[config.mk]
export PLATFORM = sky130hd
export DESIGN_NAME = mdc_regs
export DESIGN_NICKNAME = d
export VERILOG_FILES = /design/src/logic/mdc_pkg.sv /design/src/logic/mdc_sync.sv /design/src/logic/mdc_regs.sv
export SDC_FILE = /design/constraint.sdc
export NUM_CORES = 1
export LEC_CHECK = 0
export BUFFER_PORTS_ARGS = -buffer_cell sky130_fd_sc_hd__buf_2
export CAP_MARGIN = 20
export CORE_UTILIZATION = 55
export DETAILED_ROUTE_END_ITERATION = 8
export GPL_TIMING_DRIVEN = 0
export PLACE_DENSITY = 0.74
export RECOVER_POWER = 100
export SLEW_MARGIN = 20
export SYNTH_ARGS = -nofsm -noshare
export SYNTH_HDL_FRONTEND = slang
export SYNTH_SLANG_ARGS = --single-unit
[constraint.sdc]
create_clock -name mclk -period 7.3 [get_ports mclk]
set_input_delay 0.365 -clock mclk [delete_from_list [all_inputs] [get_ports mclk]]
set_output_delay 0.365 -clock mclk [all_outputs]
set_load 0.005 [all_outputs]
[src/logic/mdc_pkg.sv]
// shared constants and types for the motor drive configuration bank
`default_nettype none
package mdc_pkg;
   // serial frame layout
   localparam int FRAME_W  = 16;
   localparam int DATA_W   = 9;
   localparam int ADDR_W   = 5;
   localparam int ADDR_MSB = 15;
   localparam int ADDR_LSB = 11;
   localparam int WR_BIT   = 10;
   localparam int DATA_MSB = 9;
   localparam int DATA_LSB = 1;
   localparam int CNT_W    = 5;

   // register offsets
   localparam logic [4:0] ADDR_GATE_SLEW_TIMING       = 5'h05;
   localparam logic [4:0] ADDR_OVERCURRENT_LIMIT      = 5'h06;
   localparam logic [4:0] ADDR_DRAIN_THRESHOLD_SETUP  = 5'h07;
   localparam logic [4:0] ADDR_DRAIN_QUALIFY_SETUP    = 5'h08;
   localparam logic [4:0] ADDR_WATCHDOG_MIN_SETUP     = 5'h09;
   localparam logic [4:0] ADDR_WATCHDOG_WINDOW_SETUP  = 5'h0a;
   localparam logic [4:0] ADDR_STEADY_LOOP_GAINS      = 5'h0b;
   localparam logic [4:0] ADDR_TRANSIENT_LOOP_GAINS   = 5'h0c;
   localparam logic [4:0] ADDR_BACKEMF_WINDOW_SETUP   = 5'h0d;
   localparam logic [4:0] ADDR_BACKEMF_SAMPLING_SETUP = 5'h0e;
   localparam logic [4:0] FIRST_ADDR = ADDR_GATE_SLEW_TIMING;
   localparam logic [4:0] LAST_ADDR  = ADDR_BACKEMF_SAMPLING_SETUP;
   localparam int NUM_REGS = 10;

   // reset values and writable bits, in offset order
   localparam logic [8:0] REG_RESET [NUM_REGS] = '{
      9'h000, 9'h07f, 9'h01f, 9'h03f, 9'h000,
      9'h000, 9'h077, 9'h000, 9'h004, 9'h001};
   localparam logic [8:0] REG_MASK [NUM_REGS] = '{
      9'h0ff, 9'h1ff, 9'h1bf, 9'h0bf, 9'h01f,
      9'h1ff, 9'h0ff, 9'h0ff, 9'h01f, 9'h03f};

   // field positions inside the nine data bits
   localparam int RISE_MSB = 7, RISE_LSB = 4;
   localparam int FALL_MSB = 3, FALL_LSB = 0;
   localparam int BLNK_MSB = 8, BLNK_LSB = 4;
   localparam int CAP_MSB  = 3, CAP_LSB  = 0;
   localparam int FS_MSB   = 8, FS_LSB   = 7;
   localparam int DSF_MSB  = 5, DSF_LSB  = 0;
   localparam int QMODE_BIT = 7;
   localparam int QT_MSB   = 5, QT_LSB   = 0;
   localparam int WDM_MSB  = 4, WDM_LSB  = 0;
   localparam int WDC_MSB  = 8, WDC_LSB  = 5;
   localparam int WDW_MSB  = 4, WDW_LSB  = 0;
   localparam int PG_MSB   = 7, PG_LSB   = 4;
   localparam int IG_MSB   = 3, IG_LSB   = 0;
   localparam int BW_MSB   = 4, BW_LSB   = 0;
   localparam int BS_MSB   = 5, BS_LSB   = 4;
   localparam int BF_MSB   = 3, BF_LSB   = 0;

   // timing, derived as mclk cycles at 40 MHz
   localparam int CLK_PERIOD_PS  = 25000;
   localparam int SLEW_STEP_NS   = 50;
   localparam int SLEW_STEP_CYC  = SLEW_STEP_NS * 1000 / CLK_PERIOD_PS;
   localparam int BLANK_STEP_NS  = 200;
   localparam int BLANK_STEP_CYC = BLANK_STEP_NS * 1000 / CLK_PERIOD_PS;
   localparam int BLANK_MIN_NS   = 1000;
   localparam int BLANK_MIN_CYC  = BLANK_MIN_NS * 1000 / CLK_PERIOD_PS;
   localparam int BLANK_CODE_OFS = 2;
   localparam int BLANK_FLOOR_CODE = 4;
   localparam int QUAL_STEP_NS   = 50;
   localparam int QUAL_STEP_CYC  = QUAL_STEP_NS * 1000 / CLK_PERIOD_PS;
   localparam int QUAL_SAFE_NS   = 600;
   localparam int QUAL_SAFE_CODE = QUAL_SAFE_NS / QUAL_STEP_NS;

   // analog levels: full scale in mV, cap level in 25/16 mV steps
   localparam int FULL_SCALE_MV  = 200;
   localparam int CAP_STEP_BASE  = 8;
   localparam int DRAIN_STEP_MV  = 50;

   // watchdog figures in ms
   localparam int WD_MIN_BASE_MS = 1;
   localparam int WD_MIN_STEP_MS = 2;
   localparam int WD_WIN_BASE_MS = 10;
   localparam int WD_WIN_STEP_MS = 10;

   // loop gain exponent offset
   typedef logic signed [4:0] mdc_exp_t;
   localparam mdc_exp_t GAIN_EXP_OFS = 5'sh07;

   // back-emf window in tenths of an electrical degree
   localparam int BW_STEP_TENTH = 14;
   localparam logic [4:0] BW_WIDE_CODE = 5'h1f;
   localparam int BW_WIDE_TENTH = 600;

   // windmill filter in us, samples per electrical cycle
   localparam logic [14:0] FILTER_US [16] = '{
      15'h0000, 15'h00c8, 15'h0190, 15'h0258,
      15'h0320, 15'h03e8, 15'h07d0, 15'h0fa0,
      15'h1388, 15'h1770, 15'h2710, 15'h2ee0,
      15'h36b0, 15'h3e80, 15'h4650, 15'h4e20};
   localparam logic [2:0] SAMPLES [4] = '{3'h1, 3'h2, 3'h3, 3'h6};

   typedef enum logic {ST_IDLE, ST_SHIFT} mdc_spi_state_e;
endpackage
`default_nettype wire

[src/logic/mdc_sync.sv]
// two-flop synchroniser for pin inputs
`timescale 1ns/1ps
`default_nettype none
module mdc_sync #(
   parameter int               WIDTH     = 1,
   parameter logic [WIDTH-1:0] RESET_VAL = '0
) (
   input  wire logic             mclk,
   input  wire logic             reset,
   input  wire logic             ce,
   input  wire logic [WIDTH-1:0] async_in,
   output logic      [WIDTH-1:0] sync_out
);
   // first stage feeds only the second, nothing else looks at it
   for (genvar i = 0; i < WIDTH; i++) begin : g_bit
      logic meta_reg;
      always_ff @(posedge mclk) begin
         if (reset) begin
            meta_reg    <= RESET_VAL[i];
            sync_out[i] <= RESET_VAL[i];
         end else if (ce) begin
            meta_reg    <= async_in[i];
            sync_out[i] <= meta_reg;
         end
      end
   end
endmodule
`default_nettype wire

[src/logic/mdc_regs.sv]
// serial configuration register bank with decoded setting outputs
`timescale 1ns/1ps
`default_nettype none
module mdc_regs (
   input  wire logic        mclk,
   input  wire logic        reset,
   input  wire logic        ce,
   input  wire logic        spi_sck,
   input  wire logic        spi_sel_n,
   input  wire logic        spi_sdi,
   output logic             spi_sdo,
   output logic             spi_sdo_oe,
   output logic             frame_error,
   output logic [5:0]       gate_rise_slew_time,
   output logic [5:0]       gate_fall_slew_time,
   output logic [8:0]       overcurrent_blank_time,
   output logic [7:0]       current_cap_scale,
   output logic [7:0]       sense_full_scale,
   output logic [11:0]      drain_source_fault_level,
   output logic             drain_fault_qualify_mode,
   output logic [7:0]       drain_qualify_time,
   output logic             drain_qualify_short,
   output logic [5:0]       watchdog_min_time,
   output logic [3:0]       watchdog_fail_count,
   output logic             watchdog_count_enable,
   output logic [8:0]       watchdog_window_time,
   output mdc_pkg::mdc_exp_t steady_prop_gain,
   output mdc_pkg::mdc_exp_t steady_integral_gain,
   output mdc_pkg::mdc_exp_t transient_prop_gain,
   output mdc_pkg::mdc_exp_t transient_integral_gain,
   output logic [9:0]       backemf_window,
   output logic [2:0]       backemf_samples,
   output logic [14:0]      windmill_filter_time
);
   import mdc_pkg::*;

   // pins pass the synchroniser; select idles high
   logic sck_s;
   logic sel_n_s;
   logic sdi_s;
   mdc_sync #(
      .WIDTH     (3),
      .RESET_VAL (3'h2)
   ) u_sync (
      .mclk     (mclk),
      .reset    (reset),
      .ce       (ce),
      .async_in ({spi_sck, spi_sel_n, spi_sdi}),
      .sync_out ({sck_s, sel_n_s, sdi_s})
   );

   mdc_spi_state_e      state_reg;
   mdc_spi_state_e      state_next;
   logic                sck_d_reg;
   logic                sel_n_d_reg;
   logic [CNT_W-1:0]    bit_cnt_reg;
   logic [FRAME_W-1:0]  rx_reg;
   logic [FRAME_W-1:0]  tx_reg;
   logic [FRAME_W-1:0]  resp_reg;
   logic [DATA_W-1:0]   cfg_reg [NUM_REGS];

   // edges of the synchronised serial clock and select
   logic sck_rise;
   logic sck_fall;
   logic sel_fall;
   logic sel_rise;
   assign sck_rise = sck_s & ~sck_d_reg;
   assign sck_fall = ~sck_s & sck_d_reg;
   assign sel_fall = ~sel_n_s & sel_n_d_reg;
   assign sel_rise = sel_n_s & ~sel_n_d_reg;

   // frame fields and checks; odd parity over all sixteen bits
   logic [ADDR_W-1:0]  fr_addr;
   logic               fr_wr;
   logic [DATA_W-1:0]  fr_data;
   logic               fr_len_ok;
   logic               fr_par_ok;
   logic               frame_end;
   logic               commit;
   logic               mapped;
   logic [3:0]         reg_idx;
   logic               write_en;
   logic [DATA_W-1:0]  wdata;
   logic [DATA_W-1:0]  rd_data;
   logic [FRAME_W-2:0] resp_body;
   logic [CNT_W-1:0]   cnt_next;
   assign fr_addr   = rx_reg[ADDR_MSB:ADDR_LSB];
   assign fr_wr     = rx_reg[WR_BIT];
   assign fr_data   = rx_reg[DATA_MSB:DATA_LSB];
   assign fr_len_ok = bit_cnt_reg == CNT_W'(FRAME_W);
   assign fr_par_ok = ^rx_reg;
   assign frame_end = ce & (state_reg == ST_SHIFT) & sel_rise;
   assign commit    = frame_end & fr_len_ok & fr_par_ok;
   assign mapped    = (fr_addr >= FIRST_ADDR) && (fr_addr <= LAST_ADDR);
   assign reg_idx   = 4'(fr_addr - FIRST_ADDR);
   assign write_en  = commit & fr_wr & mapped;
   assign wdata     = mapped ? (fr_data & REG_MASK[reg_idx]) : '0;
   // a write answers with the value it leaves behind
   assign rd_data   = !mapped ? '0 : (fr_wr ? wdata : cfg_reg[reg_idx]);
   assign resp_body = {fr_addr, 1'b0, rd_data};
   // counter saturates so an overlong frame never wraps back to 16
   assign cnt_next  = (&bit_cnt_reg) ? bit_cnt_reg : bit_cnt_reg + 1'b1;

   // frame state follows the select line
   always_comb begin
      state_next = state_reg;
      case (state_reg)
         ST_IDLE:  if (sel_fall) state_next = ST_SHIFT;
         ST_SHIFT: if (sel_rise) state_next = ST_IDLE;
         default:  state_next = ST_IDLE;
      endcase
   end

   // state and edge history
   always_ff @(posedge mclk) begin
      if (reset) begin
         state_reg   <= ST_IDLE;
         sck_d_reg   <= 1'b0;
         sel_n_d_reg <= 1'b1;
      end else if (ce) begin
         state_reg   <= state_next;
         sck_d_reg   <= sck_s;
         sel_n_d_reg <= sel_n_s;
      end
   end

   // receive on rising serial clock, msb first
   always_ff @(posedge mclk) begin
      if (reset) begin
         rx_reg      <= '0;
         bit_cnt_reg <= '0;
      end else if (ce) begin
         if (sel_fall) begin
            bit_cnt_reg <= '0;
         end else if (state_reg == ST_SHIFT && sck_rise) begin
            rx_reg      <= {rx_reg[FRAME_W-2:0], sdi_s};
            bit_cnt_reg <= cnt_next;
         end
      end
   end

   // transmit the previous frame's answer, advanced on falling clock
   always_ff @(posedge mclk) begin
      if (reset) begin
         tx_reg <= '0;
      end else if (ce) begin
         if (sel_fall) begin
            tx_reg <= resp_reg;
         end else if (state_reg == ST_SHIFT && sck_fall) begin
            tx_reg <= {tx_reg[FRAME_W-2:0], 1'b0};
         end
      end
   end

   // answer word and pin drive; bad frames leave the answer unchanged
   always_ff @(posedge mclk) begin
      if (reset) begin
         resp_reg    <= '0;
         spi_sdo     <= 1'b0;
         spi_sdo_oe  <= 1'b0;
         frame_error <= 1'b0;
      end else if (ce) begin
         if (commit) begin
            resp_reg <= {resp_body, ~^resp_body};
         end
         spi_sdo     <= (state_next == ST_SHIFT) & tx_reg[FRAME_W-1];
         spi_sdo_oe  <= state_next == ST_SHIFT;
         frame_error <= frame_end & ~(fr_len_ok & fr_par_ok);
      end
   end

   // one storage word per register, loaded from its reset value
   for (genvar i = 0; i < NUM_REGS; i++) begin : g_cfg
      always_ff @(posedge mclk) begin
         if (reset) begin
            cfg_reg[i] <= REG_RESET[i];
         end else if (ce && write_en && reg_idx == 4'(i)) begin
            cfg_reg[i] <= wdata;
         end
      end
   end

   // fields
   logic [3:0] rise_f;
   logic [3:0] fall_f;
   logic [4:0] blank_f;
   logic [3:0] cap_f;
   logic [1:0] fs_f;
   logic [5:0] dsf_f;
   logic [5:0] qt_f;
   logic [4:0] wdm_f;
   logic [3:0] wdc_f;
   logic [4:0] wdw_f;
   logic [3:0] spg_f;
   logic [3:0] sig_f;
   logic [3:0] tpg_f;
   logic [3:0] tig_f;
   logic [4:0] bw_f;
   logic [1:0] bs_f;
   logic [3:0] bf_f;
   assign rise_f  = cfg_reg[0][RISE_MSB:RISE_LSB];
   assign fall_f  = cfg_reg[0][FALL_MSB:FALL_LSB];
   assign blank_f = cfg_reg[1][BLNK_MSB:BLNK_LSB];
   assign cap_f   = cfg_reg[1][CAP_MSB:CAP_LSB];
   assign fs_f    = cfg_reg[2][FS_MSB:FS_LSB];
   assign dsf_f   = cfg_reg[2][DSF_MSB:DSF_LSB];
   assign qt_f    = cfg_reg[3][QT_MSB:QT_LSB];
   assign wdm_f   = cfg_reg[4][WDM_MSB:WDM_LSB];
   assign wdc_f   = cfg_reg[5][WDC_MSB:WDC_LSB];
   assign wdw_f   = cfg_reg[5][WDW_MSB:WDW_LSB];
   assign spg_f   = cfg_reg[6][PG_MSB:PG_LSB];
   assign sig_f   = cfg_reg[6][IG_MSB:IG_LSB];
   assign tpg_f   = cfg_reg[7][PG_MSB:PG_LSB];
   assign tig_f   = cfg_reg[7][IG_MSB:IG_LSB];
   assign bw_f    = cfg_reg[8][BW_MSB:BW_LSB];
   assign bs_f    = cfg_reg[9][BS_MSB:BS_LSB];
   assign bf_f    = cfg_reg[9][BF_MSB:BF_LSB];

   // decoded settings; the blank floor covers the four lowest codes
   logic [8:0] blank_dec;
   logic [9:0] bw_dec;
   assign blank_dec = (blank_f < 5'(BLANK_FLOOR_CODE)) ?
                      9'(BLANK_MIN_CYC) :
                      9'((blank_f + BLANK_CODE_OFS) * BLANK_STEP_CYC);
   assign bw_dec    = (bw_f == BW_WIDE_CODE) ? 10'(BW_WIDE_TENTH) :
                      10'((bw_f + 1) * BW_STEP_TENTH);

   // registered outputs, rebuilt every enabled cycle
   always_ff @(posedge mclk) begin
      if (reset) begin
         gate_rise_slew_time      <= '0;
         gate_fall_slew_time      <= '0;
         overcurrent_blank_time   <= '0;
         current_cap_scale        <= '0;
         sense_full_scale         <= '0;
         drain_source_fault_level <= '0;
         drain_fault_qualify_mode <= 1'b0;
         drain_qualify_time       <= '0;
         drain_qualify_short      <= 1'b0;
         watchdog_min_time        <= '0;
         watchdog_fail_count      <= '0;
         watchdog_count_enable    <= 1'b0;
         watchdog_window_time     <= '0;
         steady_prop_gain         <= '0;
         steady_integral_gain     <= '0;
         transient_prop_gain      <= '0;
         transient_integral_gain  <= '0;
         backemf_window           <= '0;
         backemf_samples          <= '0;
         windmill_filter_time     <= '0;
      end else if (ce) begin
         gate_rise_slew_time      <= 6'(rise_f * SLEW_STEP_CYC);
         gate_fall_slew_time      <= 6'(fall_f * SLEW_STEP_CYC);
         overcurrent_blank_time   <= blank_dec;
         current_cap_scale        <=
            8'((CAP_STEP_BASE >> fs_f) * (cap_f + 1));
         sense_full_scale         <= 8'(FULL_SCALE_MV >> fs_f);
         drain_source_fault_level <= 12'(dsf_f * DRAIN_STEP_MV);
         drain_fault_qualify_mode <= cfg_reg[3][QMODE_BIT];
         drain_qualify_time       <= 8'(qt_f * QUAL_STEP_CYC);
         drain_qualify_short      <= qt_f < 6'(QUAL_SAFE_CODE);
         watchdog_min_time        <=
            6'(WD_MIN_BASE_MS + wdm_f * WD_MIN_STEP_MS);
         watchdog_fail_count      <= wdc_f;
         watchdog_count_enable    <= wdc_f != 4'h0;
         watchdog_window_time     <=
            9'(WD_WIN_BASE_MS + wdw_f * WD_WIN_STEP_MS);
         steady_prop_gain         <= $signed({1'b0, spg_f}) - GAIN_EXP_OFS;
         steady_integral_gain     <= $signed({1'b0, sig_f}) - GAIN_EXP_OFS;
         transient_prop_gain      <= $signed({1'b0, tpg_f}) - GAIN_EXP_OFS;
         transient_integral_gain  <= $signed({1'b0, tig_f}) - GAIN_EXP_OFS;
         backemf_window           <= bw_dec;
         backemf_samples          <= SAMPLES[bs_f];
         windmill_filter_time     <= FILTER_US[bf_f];
      end
   end

   // checks on the decoded outputs and the write path
   property p_rise_slew;
      @(posedge mclk) disable iff (reset)
      ce |=> gate_rise_slew_time == 6'($past(rise_f) * SLEW_STEP_CYC);
   endproperty
   a_rise_slew: assert property (p_rise_slew)
      else $error("rise slew time mismatch");
   property p_fall_slew;
      @(posedge mclk) disable iff (reset)
      ce |=> gate_fall_slew_time == 6'($past(fall_f) * SLEW_STEP_CYC);
   endproperty
   a_fall_slew: assert property (p_fall_slew)
      else $error("fall slew time mismatch");
   property p_blank_floor;
      @(posedge mclk) disable iff (reset)
      ce && blank_f < 5'h04 |=> overcurrent_blank_time == 9'(BLANK_MIN_CYC);
   endproperty
   a_blank_floor: assert property (p_blank_floor)
      else $error("blank floor not applied");
   property p_cap_full;
      @(posedge mclk) disable iff (reset)
      ce && cap_f == 4'hf |=> current_cap_scale == 8'(CAP_STEP_BASE * 16 >>
                                                    $past(fs_f));
   endproperty
   a_cap_full: assert property (p_cap_full)
      else $error("full current cap wrong");
   property p_full_scale;
      @(posedge mclk) disable iff (reset)
      ce && fs_f == 2'h3 |=> sense_full_scale == 8'(FULL_SCALE_MV / 8);
   endproperty
   a_full_scale: assert property (p_full_scale)
      else $error("smallest full scale wrong");
   property p_drain_level;
      @(posedge mclk) disable iff (reset)
      ce |=> drain_source_fault_level == 12'($past(dsf_f) * DRAIN_STEP_MV);
   endproperty
   a_drain_level: assert property (p_drain_level)
      else $error("drain fault level wrong");
   property p_qual_time;
      @(posedge mclk) disable iff (reset)
      ce |=> drain_qualify_short == (drain_qualify_time <
                                     8'(QUAL_SAFE_CODE * QUAL_STEP_CYC));
   endproperty
   a_qual_time: assert property (p_qual_time)
      else $error("qualify short flag disagrees with time");
   property p_wd_fail;
      @(posedge mclk) disable iff (reset)
      ##1 watchdog_count_enable == (watchdog_fail_count != 4'h0);
   endproperty
   a_wd_fail: assert property (p_wd_fail)
      else $error("fail counter enable wrong");
   property p_wd_window;
      @(posedge mclk) disable iff (reset)
      ce |=> watchdog_window_time == 9'(WD_WIN_BASE_MS +
                                        $past(wdw_f) * WD_WIN_STEP_MS);
   endproperty
   a_wd_window: assert property (p_wd_window)
      else $error("watchdog window wrong");
   property p_gain_two;
      @(posedge mclk) disable iff (reset)
      ce && sig_f == 4'h8 |=> steady_integral_gain == 5'sh01;
   endproperty
   a_gain_two: assert property (p_gain_two)
      else $error("integral gain code 8 is not two");
   property p_bw_wide;
      @(posedge mclk) disable iff (reset)
      ce && bw_f == BW_WIDE_CODE |=> backemf_window == 10'(BW_WIDE_TENTH);
   endproperty
   a_bw_wide: assert property (p_bw_wide)
      else $error("wide back-emf window wrong");
   property p_frame_write;
      @(posedge mclk) disable iff (reset)
      write_en |=> cfg_reg[$past(reg_idx)] == $past(wdata) &&
                   resp_reg[DATA_MSB:DATA_LSB] == $past(wdata);
   endproperty
   a_frame_write: assert property (p_frame_write)
      else $error("good write frame not stored");
endmodule
`default_nettype wire

==> summary.md <==
| Metric | Value |
|---|---|
| Status | `finished, violations left` |
| Failing checks | `max-capacitance violations, max-slew violations` |
| Layout cells sized above 1 | `0.09876` |
| Ys Warns | `0` |
| Crit path launch | `rx_reg[11]$_SDFFE_PP0P_` |
| Slew Limit Fails | `1` |
| CP startpoint kind | `flop` |
| Latest clock arrival within the worst-skew pair | `560 ps` |
| Buffers on Ports | `118` |
| Minimum clock period after layout | `5888 ps` |
| Fmax achieved | `169.8 MHz` |
| Worst min path class | `in2reg` |
| Grt ovf | `0` |
| Max-Cap Viols | `1` |
| Maximum clock path buffer count | `3` |
| Mapped Cells | `1339` |
| CTS Buf Count | `28` |
| TritonCTS clock tree | `yes` |
| Synth cell types | `71` |
| Initial Util | `0.5639` |
| Syn_area_per_cell | `9.943 µm²` |
| Synthesis-to-finish area growth | `13.99%` |
| Async set or reset register ratio after synthesis | `0` |
| Top-count cell post-synth | `nor2_1` |
| Final ANT Viol Nets | `0` |
| CP Cell Sequence | `clkbuf_1 > clkbuf_1 > inv_1 > ha_1 > xnor2_1 > clkbuf_1 > nand2_1 > nand4_1 > a22oi_1 > nand2_1 > xor2_1 > xnor2_1 > xnor3_1 > o21a_1` |
| GPL Wtd Cong | `0.9483` |
| Number of flip-flops in the largest register | `90` |
| Critical Path End Type | `flop` |
| Hold-fix buffers at CTS | `0` |
| Clk_skew | `22.35 ps` |
| Utilization after layout | `0.6428` |
| Die width | `157.6 µm` |
| Top cell type's share of synthesized area | `0.2631` |
| Sum Neg Setup Slack | `0 ps` |
| HPWL after DPL | `27300 µm` |
| VDD IR-drop max | `0.1995 mV` |
| Post-CTS Setup Repair Bufs | `0` |
| Slew HR | `-0.001920` |
| Synthesis-stage register bit count | `265` |
| Crit Path Class | `reg2reg` |
| Most used cell, CP | `clkbuf_1` |
| Post-synthesis sequential area ratio | `0.4661` |
| Reg2reg setup slack | `1410 ps` |
| Nets | `1614` |
| WL/cell | `20.01 µm` |
| Stages on worst setup path | `14` |
| CP Buf/Inv Count | `4` |
| Root buf cell | `clkbuf_16` |
| Pre-antenna DRT Iters | `5` |
| Largest net degree at the start of global routing | `15` |
| CP arrival | `6320 ps` |
| Clock Sinks | `265` |
| P_leak | `6.076 nW` |
| Via count | `10.64k` |
| Clock slew at reported path FFs | `60 ps` |
| Initial antenna violation count | `1` |
| Area of the core | `0.02361 mm²` |
| Power per cell area | `229.6 mW/mm²` |
| Area leader, netlist | `dfxtp_1` |
| Crit share post-route | `0.8066` |
| Top area cells in the synthesized netlist | `dfxtp_1, edfxtp_1, ha_1` |
| Crit path max-delay cell type | `xnor2_1` |
| Crit-path max cell delay | `940 ps` |
| Drt via density | `5.755` |
| Main synth FF type | `dfxtp_1` |
| Die Ht | `157.6 µm` |
| Die area | `0.02483 mm²` |
| Core Rows | `56` |
| Req. time, crit path | `7730 ps` |
| R2r startpoint | `rx_reg[11]$_SDFFE_PP0P_` |
| Most frequent cells after synthesis | `nor2_1, dfxtp_1, nand2_1` |
| Worst R2R End | `resp_reg[0]$_SDFFE_PP0P_` |
| Number of enable flip-flop cells after synthesis | `90` |
| Maximum fanout along the worst path | `10` |
| RSZ-0062 raised after global routing | `false` |
| Critical Path End | `resp_reg[0]$_SDFFE_PP0P_` |
| Gr usage total | `0.2974` |
| Initial DRC count | `1139` |
| Post-Syn Area | `0.01331 mm²` |
| Setup Viol. Count Final | `0` |
| Htree depth | `1` |
| WL final | `36990 µm` |
| First-pass GRT wire length | `55680 µm` |
| Reg2reg path depth | `14` |
| CP top delay family | `buffers and inverters` |
| Final Hold Fails | `0` |
| Worst Hold Launch | `spi_sdi` |
| Worst slew pin tran | `1487 ps` |
| Number of remaining DRC errors | `0` |
| Num ports | `136` |
| Vias in the first global route | `9825` |
| Post-cts resize count | `0` |
[how the worst min path moves through the flow]
stage / endpoint / cells past startpoint
after global placement: watchdog_min_time[0]$_SDFFE_PP0P_ / 2
after CTS: u_sync.g_bit[0].meta_reg$_SDFFE_PP0P_ / 3
final: u_sync.g_bit[0].meta_reg$_SDFFE_PP0P_ / 3
after detailed placement: tx_reg[0]$_SDFFE_PP0P_ / 2
after global routing: u_sync.g_bit[0].meta_reg$_SDFFE_PP0P_ / 3
after floorplan: rx_reg[0]$_SDFFE_PP0P_ / 2
[worst min-delay path: cells and delay by family]
kind                   cells  cell delay (ps)
buffers and inverters      1               80
multiplexers               1               50
AND/OR/NAND/NOR            1               70
[through the flow]
stage | std cells | setup WS [ps] | hold slack (ps) | total power, mW | instance area [µm²]
floorplan | 1359 | 3613 | 431.2 | 1.955 | 13390
global placement | 1796 | 2583 | 447.1 | 2.092 | 14380
detailed placement | 1797 | 2542 | 448.2 | 2.106 | 14380
CTS | 1848 | 2475 | 56.03 | 3.490 | 15300
global route | 1849 | 1176 | 56.68 | 3.603 | 15180
finish | 1849 | 1412 | 57.73 | 3.485 | 15180
[report_power, final]
part	switching (mW)	internal [mW]	total (mW)
sequential	0.0651	1.61	1.67
combinational	0.233	0.173	0.405
clock	0.601	0.808	1.41
total	0.899	2.59	3.49
[final cells by class]
class / instances / area (µm²)
diodes: 1 / 2.502
plain buffers: 85 / 381.6
clock buffers: 43 / 858.3
clock inverters: 8 / 55.05
fillers: 1959 / 8436
inverters: 50 / 187.7
multi-input cells: 959 / 6565
flip-flops and latches: 265 / 6206
well taps: 319 / 399.1
repair buffers: 119 / 521.8
[cells by family after synthesis]
logic type / count (synthesis) / synth area share
mux: 95 / 0.08834
buf+inv: 135 / 0.04351
xor+xnor: 66 / 0.04614
fa+ha+maj: 101 / 0.1015
compound gates: 202 / 0.1031
flops: 265 / 0.4661
simple gates: 474 / 0.1510
other cells: 1 / 0.0002817
[placed cells by master, fill, tap and decap left out, types with 21 or more instances in the layout]
cell / Yosys / final
clkbuf_16: 0 / 29
xnor2_1: 43 / 44
buf_2: 4 / 61
nand3_1: 25 / 25
clkbuf_1: 48 / 125
nor2_1: 239 / 239
ha_1: 88 / 88
edfxtp_1: 90 / 90
a21oi_1: 72 / 72
inv_1: 49 / 50
a211oi_1: 32 / 32
mux2i_1: 77 / 77
dfxtp_1: 175 / 175
nand2_1: 142 / 143
conb_1: 1 / 21
[layer usage]
metal	global-route usage	vias to the layer above	share of wire
met5	0	-	0
met4	0.08877	0	0.028
met3	0.05338	75	0.098
met2	0.4819	511	0.46
met1	0.4064	5094	0.42
li1	-	4961	-
Note: power is estimated with default switching activity, not from simulation.
